### src/logic/asp_pkg.sv
// package for the analog set-point and enable register bank
// assumes a 32-bit APB slave, registers one per aligned word
package asp_pkg;
	localparam int ADDR_W = 12;
	// printed offsets are word indices, byte address is four times the index
	localparam logic [8:0] IDX_CSET1 = 9'h08F;
	localparam logic [8:0] IDX_CSET2 = 9'h090;
	localparam logic [8:0] IDX_VSET1 = 9'h091;
	localparam logic [8:0] IDX_VSET2 = 9'h092;
	localparam logic [8:0] IDX_PE = 9'h107;
	localparam logic [8:0] IDX_ABE1 = 9'h10C;
	localparam logic [ADDR_W-1:0] ADDR_CSET1 = {1'b0, IDX_CSET1, 2'b00};
	localparam logic [ADDR_W-1:0] ADDR_CSET2 = {1'b0, IDX_CSET2, 2'b00};
	localparam logic [ADDR_W-1:0] ADDR_VSET1 = {1'b0, IDX_VSET1, 2'b00};
	localparam logic [ADDR_W-1:0] ADDR_VSET2 = {1'b0, IDX_VSET2, 2'b00};
	localparam logic [ADDR_W-1:0] ADDR_PE = {1'b0, IDX_PE, 2'b00};
	localparam logic [ADDR_W-1:0] ADDR_ABE1 = {1'b0, IDX_ABE1, 2'b00};
	// reset values and writable bits
	localparam logic [7:0] SETPT_RST = 8'h00;
	localparam logic [7:0] PE_RST = 8'h0C;
	localparam logic [7:0] PE_WMASK = 8'hCF;
	localparam logic [7:0] ABE_RST = 8'h00;
	// converter scale: millivolts = full scale * code / 2^CODE_BITS
	localparam int CODE_BITS = 8;
	localparam logic [18:0] VSET_FS_MV = 19'h00800;
	localparam logic [18:0] CSET_FS_MV = 19'h00400;
	localparam int VMV_W = 11;
	localparam int CMV_W = 10;
	localparam int CHS_W = 5;

	typedef struct packed {
		logic gateDriveEnableCh1;
		logic gateDriveEnableCh2;
		logic [1:0] unused;
		logic sensePullupEnableCh1;
		logic sensePullupEnableCh2;
		logic regulatorSleepLevelSel;
		logic regulatorLowPowerEnable;
	} asp_pe_t;

	typedef struct packed {
		logic digitalTestOutEnable;
		logic auxAmpGainSel;
		logic [1:0] digitalTestChannelSel;
		logic driverUvloLevelSel;
		logic currentAmpDisableCh1;
		logic voltageAmpDisableCh1;
		logic analogTestOutEnable;
	} asp_abe_t;

	typedef struct packed {
		logic [1:0][7:0] vSet;
		logic [1:0][7:0] cSet;
		asp_pe_t pe;
		asp_abe_t abe;
		logic [1:0][VMV_W-1:0] vMv;
		logic [1:0][CMV_W-1:0] cMv;
		logic [CHS_W-1:0] anaSel;
		logic pready;
		logic pslverr;
		logic [31:0] prdata;
	} asp_state_t;
endpackage

### src/logic/asp_setpoint_regs.sv
// register bank: four set-point converters, peripheral enables, analog block control
// assumes an APB master on ref_clk and a synchronous converter channel select input
`timescale 1ns/1ps
`default_nettype none

// Functional notes
// - voltage set point in mV equals 2048 times code over 256.
// - current set point in mV equals 1024 times code over 256.
// - four set-point registers are read/write, eight bits, reset to zero.
// - enable bits 7 and 6 turn on channel one and two gate drivers.
// - enable bits 3 and 2 turn on sense pull-ups, reset to one.
// - enable bit 1 picks sleep regulator level, 5V set, 3V clear.
// - enable bit 0 puts regulator in low-power mode, resets to zero.
// - enable bits 5 and 4 ignore writes and read zero.
// - control bit 7 routes digital test output onto pin three.
// - control bit 6 selects auxiliary amplifier gain two or one.
// - control bits 5 to 4 select digital test channel.
// - control bit 3 selects gate-drive lockout 5.4V or 2.7V.
// - control bit 2 disables channel one current error amplifier.
// - control bit 1 disables channel one voltage error amplifier.
// - control bit 0 connects analog test output to pin zero.
// - while analog output enabled, channel select picks signal on pin zero.
// - every control register bit is read/write and resets to zero.
// - analog channel select comes from converter control five-bit field.
module asp_setpoint_regs (
	// clock and reset
	input wire logic ref_clk,
	input wire logic reset_n,
	// apb slave
	input wire logic psel,
	input wire logic penable,
	input wire logic pwrite,
	input wire logic [asp_pkg::ADDR_W-1:0] paddr,
	input wire logic [31:0] pwdata,
	input wire logic [3:0] pstrb,
	output logic pready,
	output logic pslverr,
	output logic [31:0] prdata,
	// converter control channel select field
	input wire logic [asp_pkg::CHS_W-1:0] convChanSel,
	// analog controls
	output asp_pkg::asp_pe_t peCtrl,
	output asp_pkg::asp_abe_t abeCtrl,
	output logic [asp_pkg::CHS_W-1:0] analogChannelSel,
	output logic [asp_pkg::VMV_W-1:0] voltSetMvCh1,
	output logic [asp_pkg::VMV_W-1:0] voltSetMvCh2,
	output logic [asp_pkg::CMV_W-1:0] currSetMvCh1,
	output logic [asp_pkg::CMV_W-1:0] currSetMvCh2
);
	asp_pkg::asp_state_t st_r;
	asp_pkg::asp_state_t st_nxt;
	logic accStart;
	logic accDone;
	logic hit;
	logic wrEn;
	logic [7:0] rdByte;
	logic [18:0] vProd [2];
	logic [18:0] cProd [2];

	// one wait state: pready rises in the second access cycle
	assign accStart = psel && penable && !st_r.pready;
	assign accDone = psel && penable && st_r.pready;

	always_comb begin
		hit = 1'b1;
		rdByte = 8'h00;
		unique case (paddr)
			asp_pkg::ADDR_CSET1: rdByte = st_r.cSet[0];
			asp_pkg::ADDR_CSET2: rdByte = st_r.cSet[1];
			asp_pkg::ADDR_VSET1: rdByte = st_r.vSet[0];
			asp_pkg::ADDR_VSET2: rdByte = st_r.vSet[1];
			asp_pkg::ADDR_PE: rdByte = st_r.pe;
			asp_pkg::ADDR_ABE1: rdByte = st_r.abe;
			default: hit = 1'b0;
		endcase
	end

	// write lands only at the completing edge, low byte lane only
	assign wrEn = accDone && pwrite && hit && pstrb[0];

	always_comb begin
		st_nxt = st_r;
		st_nxt.pready = accStart;
		st_nxt.pslverr = accStart && !hit;
		st_nxt.prdata = 32'h0000_0000;
		if (accStart && !pwrite) begin
			st_nxt.prdata = {24'h00_0000, rdByte};
		end
		if (wrEn) begin
			unique case (paddr)
				asp_pkg::ADDR_CSET1: st_nxt.cSet[0] = pwdata[7:0];
				asp_pkg::ADDR_CSET2: st_nxt.cSet[1] = pwdata[7:0];
				asp_pkg::ADDR_VSET1: st_nxt.vSet[0] = pwdata[7:0];
				asp_pkg::ADDR_VSET2: st_nxt.vSet[1] = pwdata[7:0];
				// unimplemented enable bits stay zero
				asp_pkg::ADDR_PE: st_nxt.pe = pwdata[7:0] & asp_pkg::PE_WMASK;
				asp_pkg::ADDR_ABE1: st_nxt.abe = pwdata[7:0];
				default: st_nxt.abe = st_r.abe;
			endcase
		end
		// converters track the new code on the same edge as the write
		for (int i = 0; i < 2; i++) begin
			vProd[i] = {11'h000, st_nxt.vSet[i]} * asp_pkg::VSET_FS_MV;
			cProd[i] = {11'h000, st_nxt.cSet[i]} * asp_pkg::CSET_FS_MV;
			st_nxt.vMv[i] = vProd[i][asp_pkg::CODE_BITS +: asp_pkg::VMV_W];
			st_nxt.cMv[i] = cProd[i][asp_pkg::CODE_BITS +: asp_pkg::CMV_W];
		end
		// pin zero sees no selection while the analog output is off
		st_nxt.anaSel = st_nxt.abe.analogTestOutEnable ? convChanSel : '0;
	end

	always_ff @(posedge ref_clk or negedge reset_n) begin
		if (!reset_n) begin
			st_r.vSet <= {asp_pkg::SETPT_RST, asp_pkg::SETPT_RST};
			st_r.cSet <= {asp_pkg::SETPT_RST, asp_pkg::SETPT_RST};
			st_r.pe <= asp_pkg::PE_RST;
			st_r.abe <= asp_pkg::ABE_RST;
			st_r.vMv <= '0;
			st_r.cMv <= '0;
			st_r.anaSel <= '0;
			st_r.pready <= 1'b0;
			st_r.pslverr <= 1'b0;
			st_r.prdata <= 32'h0000_0000;
		end else begin
			st_r <= st_nxt;
		end
	end

	assign pready = st_r.pready;
	assign pslverr = st_r.pslverr;
	assign prdata = st_r.prdata;
	assign peCtrl = st_r.pe;
	assign abeCtrl = st_r.abe;
	assign analogChannelSel = st_r.anaSel;
	assign voltSetMvCh1 = st_r.vMv[0];
	assign voltSetMvCh2 = st_r.vMv[1];
	assign currSetMvCh1 = st_r.cMv[0];
	assign currSetMvCh2 = st_r.cMv[1];
endmodule

`default_nettype wire

### config.mk
export PLATFORM = sky130hd
export DESIGN_NAME = asp_setpoint_regs
export DESIGN_NICKNAME = d
export VERILOG_FILES = /design/src/logic/asp_pkg.sv /design/src/logic/asp_setpoint_regs.sv
export SDC_FILE = /design/constraint.sdc
export NUM_CORES = 1
export LEC_CHECK = 0
export BUFFER_PORTS_ARGS = -buffer_cell sky130_fd_sc_hd__buf_2
export CORE_UTILIZATION = 46
export DETAILED_ROUTE_END_ITERATION = 8
export PLACE_DENSITY = 0.8
export SLEW_MARGIN = 20
export SYNTH_ARGS = -nofsm -noshare
export SYNTH_HDL_FRONTEND = slang
export SYNTH_SLANG_ARGS = --single-unit
### constraint.sdc
create_clock -name ref_clk -period 2.45 [get_ports ref_clk]
set_clock_uncertainty 0.1 [all_clocks]
set_input_delay 0.245 -clock ref_clk [delete_from_list [all_inputs] [get_ports ref_clk]]
set_output_delay 0.245 -clock ref_clk [all_outputs]
set_load 0.02 [all_outputs]
---- Word level (Yosys, flattened, before mapping) ----
Cells that the tools add are included.
word-level totals
  flip-flop bits (word level) ............. 85
cells by class
  equal/unequal tests ..................... 6
  mux-type cells .......................... 11
  reduce and logical (&&, ||, !) cells .... 18
operators with widths
  kind                    number
  $mux W8                 7
  $eq A12 B10 Y1 const B  4
  $mux W48                1
  $pmux W8 S6             1
  $eq A12 B11 Y1 const B  2
  $reduce_and A2 Y1       6
  $logic_and A1 B1 Y1     8
  $reduce_or A6 Y1        1
  $mux W5                 1
  $logic_not A1 Y1        3
  $mux W1                 1

---- Depth between registers and ports, before layout ----
  word-level depth ........................ 7
  mapped depth ............................ 6
  mapped depth without buffers ............ 4

---- Least setup slack after synthesis ----
Ideal clock, no wire load.
  kind .................................... reg2reg
  start point ............................. register, netlist name pready
  end point ............................... register st_r (netlist bit abeCtrl[3])
  data arrival time ....................... 1.993 ns
  slack ................................... 0.232 ns
  stages on the path, launching flop included .. 7
  period minus slack after synthesis ...... 2.218 ns
  path through ............................ dfrtp_1 -> nand3_1 -> or2_2 -> clkbuf_1 -> nor3_1 -> buf_4 -> mux2_2
on the way
  cells in the longest elaborated chain, start to end .. 5
ends and longest elaborated chain
  item                               RTL line                  source
  $logic_and A1 B1 Y1                asp_setpoint_regs.sv:62   assign accDone = psel && penable && st_r.pready;
  $logic_and A1 B1 Y1 (3 in series)  asp_setpoint_regs.sv:79   assign wrEn = accDone && pwrite && hit && pstrb[0];
  $reduce_and A2 Y1 (no line)        -
  end signal, assigned               asp_setpoint_regs.sv:125  st_r <= st_nxt;
  end, declared                      asp_setpoint_regs.sv:50   asp_pkg::asp_state_t st_r;
Every way passes these cells.
A chain may end at the register's enable or synchronous reset.

---- Worst setup path after layout ----
  start point ............................. input paddr[7] (netlist name)
  end point ............................... register st_r (netlist bit voltSetMvCh1[8])
on the way
  cells in the longest elaborated chain, start to end .. 6
ends and longest elaborated chain
  item                                          RTL line                                          source
  start, declared                               asp_setpoint_regs.sv:33                           input wire logic [asp_pkg::ADDR_W-1:0] paddr,
  $eq A12 B10 Y1, or another cell as far along  asp_setpoint_regs.sv:67, asp_setpoint_regs.sv:90
  $reduce_or A6 Y1 (no line)                    -
  $mux W1                                       asp_setpoint_regs.sv:67                           unique case (paddr)
  $logic_and A1 B1 Y1 (2 in series)             asp_setpoint_regs.sv:79
  $reduce_and A2 Y1 (no line) *                 -
Every way passes the cells marked *; elsewhere a longest branch is shown, timed or not.

==> key figures <==
Run status
  – Outcome: complete, but fails checks
  – Violated checks: DRC

Routing
  – # DRC: 14
  – Via density: 5.19
  – WL/cell: 16.3 um
  – Post-route antenna net violation count: 0
  – Via Count: 2350
  – Initial DRC Count: 102
  – TritonRoute pass-1 iters: 8
  – Drt total wl: 7400 um

Global route
  – Largest net degree at the start of global routing: 38
  – Global-route wire length before repair: 11600 um
  – Antenna violations before repair: 0
  – GRT Util Overall: 22.1%
  – Vias in the first global route: 2262
  – Total gr overflow: 0

Floorplanning
  – Full die area: 7190 um^2
  – Core ar.: 6490 um^2
  – Die Width: 84.8 um
  – Die height: 84.8 um
  – IO Count: 155
  – Initial core utilization: 48.5%
  – Rows: 29

Placed design
  – Post-DP Area: 3660 um^2
  – Placed Instances: 436
  – Post-detail-place hpwl: 5410 um
  – Routability congestion estimate: 0.801
  – Port Buf Inserts: 91

CTS
  – CTS root buf: clkbuf_8
  – Clk sinks: 61
  – CTS tree: built
  – Clock transition at the registers of the reported paths: 0.07 ns
  – TritonCTS buffer count: 9
  – Max Root-Sink Buffers: 2
  – H-tree levels: 3
  – Worst-skew pair later-pin latency: 0.34 ns

STA
  – Slew Viols, Final: 0
  – Slew headroom: 58.6%
  – Fmax: 510 MHz
  – Fin. Hold Viols: 0
  – Worst Tran Pin Value: 0.619 ns
  – Tmin final: 1.96 ns
  – TNS Setup: 0 ns
  – RSZ-0062 raised after global routing: false
  – Final worst path period share: 80.0%
  – Setup violations, final: 0

Logic synthesis
  – Syn Inst Count: 262
  – Ys flop type: dfrtp_1
  – Top cells by area, synth: dfrtp_1, mux2_2, buf_4, mux2i_1, nand2_1
  – Syn avg cell area: 12.0 um^2
  – Syn. warnings: 0
  – Leading area contributor after synthesis: dfrtp_1
  – Largest family of logic cells by synthesized area: multiplexers
  – Synth Area in Compound Gates: 7.03%
  – Post-Synth Simple-Gate Area: 13.6%
  – Post-synthesis instance area: 3150 um^2
  – Yosys top cell area share: 46.8%
  – Seq/Total Area, Yosys: 48.5%
  – Number of enable flip-flop cells after synthesis: 0
  – Count of state elements after synthesis: 61
  – XOR/XNOR Fraction of Synth Area: 0%
  – Asr flop ratio synth: 100%
  – Mux cell area share after synthesis: 20.6%
  – Post-Synth Adder-Cell Area: 0%
  – Post-synth cell types: 38

Setup path
  – Worst Reg-to-Reg Cells: 5
  – Crit path largest cell delay: 0.46 ns
  – CP top delay family: simple AND/OR/NAND/NOR gates
  – Bufs and invs on worst path: 2
  – CP cell instances: buf_2, or3_1, or3_4, nor4b_4, buf_4, mux2_2
  – Critical setup path kind: in2reg
  – Critical R2R Launch: pready$_DFF_PN0_
  – Data arrival time of the critical path: 2.08 ns
  – Slowest cell on crit path: or3_4
  – CP Max Fanout: 6
  – Startpoint Class: input port
  – FF-to-FF setup slack: 0.56 ns
  – Critical R2R Capture: voltSetMvCh1[8]$_DFFE_PN0P_
  – Kind of end point of the critical path: flop
  – Critical Path RT: 2.57 ns

Run
  – # Max-Cap Violations: 0

Power and ir drop
  – Overall power: 2.08 mW
  – Power Dens Cells: 537 nW/um^2
  – IR drop worst, VDD: 332 uV
  – Leak: 2.11 nW

Hold path
  – Worst min path class: in2reg
  – HP Start: convChanSel[2]
  – Worst hold stages: 3
  – Hold Path End: analogChannelSel[2]$_DFF_PN0_

Cells and area
  – Syn-to-layout area delta: 23.0%
  – Final Cell Area: 3880 um^2
  – Net count, final: 429
  – Layout cell share with drive strength beyond 1: 49.5%
  – Non-Filler Instances: 453
  – ANT cells: 0
[final cells by class]
type,instances,area (um^2)
clock buffers,12,155
multi-input cells,189,1440
repair buffers,109,606
inverters,1,3.75
fillers,559,2620
clock inverters,4,47.5
well taps,77,96.3
flip-flops and latches,61,1530
[cell families (layout without fill, tap and decap cells)]
logic type             after synthesis  count (layout)
flip-flops                          61              61
multiplexers                        59              59
AO/OA/AOI/OAI                       27              27
AND/OR/NAND/NOR                     67              67
buffers and inverters               47             126
other                                1              36
[worst register-to-register path, delay by kind of cell, from the launching register on]
kind / cells / cell delay, ns
and+or+nand+nor: 3 / 0.73
DFF: 1 / 0.37
muxes: 1 / 0.35
buffers and inverters: 1 / 0.21
[metal layers]
layer	share of wire [%]	wire (um)	vias up	track usage (%)
li1	-	-	1082	-
met2	47	3500	105	33.6
met4	2.1	153	0	9.40
met3	6.4	475	16	6.59
met1	44	3280	1147	29.6
met5	0	0	-	0
[metrics by stage]
| stage | setup slack (ns) | utilization [%] | hold WS [ns] |
|---|---|---|---|
| 2_1_floorplan | 0.232 | - | -0.151 |
| 3_3_place_gp | 0.163 | 56.4 | 0.167 |
| 3_5_place_dp | 0.145 | 56.4 | 0.173 |
| 4_1_cts | 0.504 | 59.7 | 0.0355 |
| 5_1_grt | 0.433 | 59.7 | 0.0539 |
| 6_report | 0.489 | 59.7 | 0.0565 |
[placed cells by master (no fill, tap or decap), drive strengths merged, types with 3 or more instances in the layout]
cell type	n
nor2	5
nor4	3
a21boi	6
a22o	6
mux2i	13
clkbuf	12
or2	8
a221o	6
dfrtp	59
buf	108
or3	3
and2	4
conb	36
nand2	19
nor3	6
mux2	46
and3	5
nor2b	4
[timing repair]
item | CTS | global route
hold buffers | 1 | 0
hold endpoints to repair | 22 | 0
gates resized for setup | 0 | 0
buffers inserted | 0 | 0
[how the worst max path moves through the flow]
stage / to / start / cells past startpoint
2_1_floorplan: abeCtrl[3]$_DFFE_PN0P_ / pready$_DFF_PN0_ / 6
5_1_grt: voltSetMvCh1[8]$_DFFE_PN0P_ / paddr[7] / 6
3_5_place_dp: voltSetMvCh1[8]$_DFFE_PN0P_ / paddr[7] / 6
4_1_cts: voltSetMvCh1[8]$_DFFE_PN0P_ / paddr[7] / 6
6_report: voltSetMvCh1[8]$_DFFE_PN0P_ / paddr[7] / 6
3_3_place_gp: voltSetMvCh1[6]$_DFFE_PN0P_ / paddr[7] / 6
[cell usage after synthesis, types with 3 or more instances]
cell      instances
nand2_1          19
clkbuf_1          5
or2_2             8
and3_1            5
a21boi_0          6
nor2b_1           4
buf_4            38
a221o_1           6
nor2_1            5
dfrtp_1          59
a22o_1            6
mux2i_1          13
nor3_1            4
and2_1            3
mux2_2           46
[sequential cells by signal, summed over array words and instances (netlist names), named ones only]
signal and flops:
voltSetMvCh2 8, currSetMvCh2 8, prdata 8, analogChannelSel 5, peCtrl 6, voltSetMvCh1 8, pready 1, pslverr 1
abeCtrl 7, currSetMvCh1 8
[report_power, final]
part	leakage, nW	total (mW)	internal (mW)	switching (mW)
Sequential	0.844	1.01	1.01	0.00101
Clock	0.102	0.911	0.522	0.389
Combinational	1.16	0.158	0.0390	0.119
Total	2.11	2.08	1.57	0.510
(Power assumes the default switching activity.)
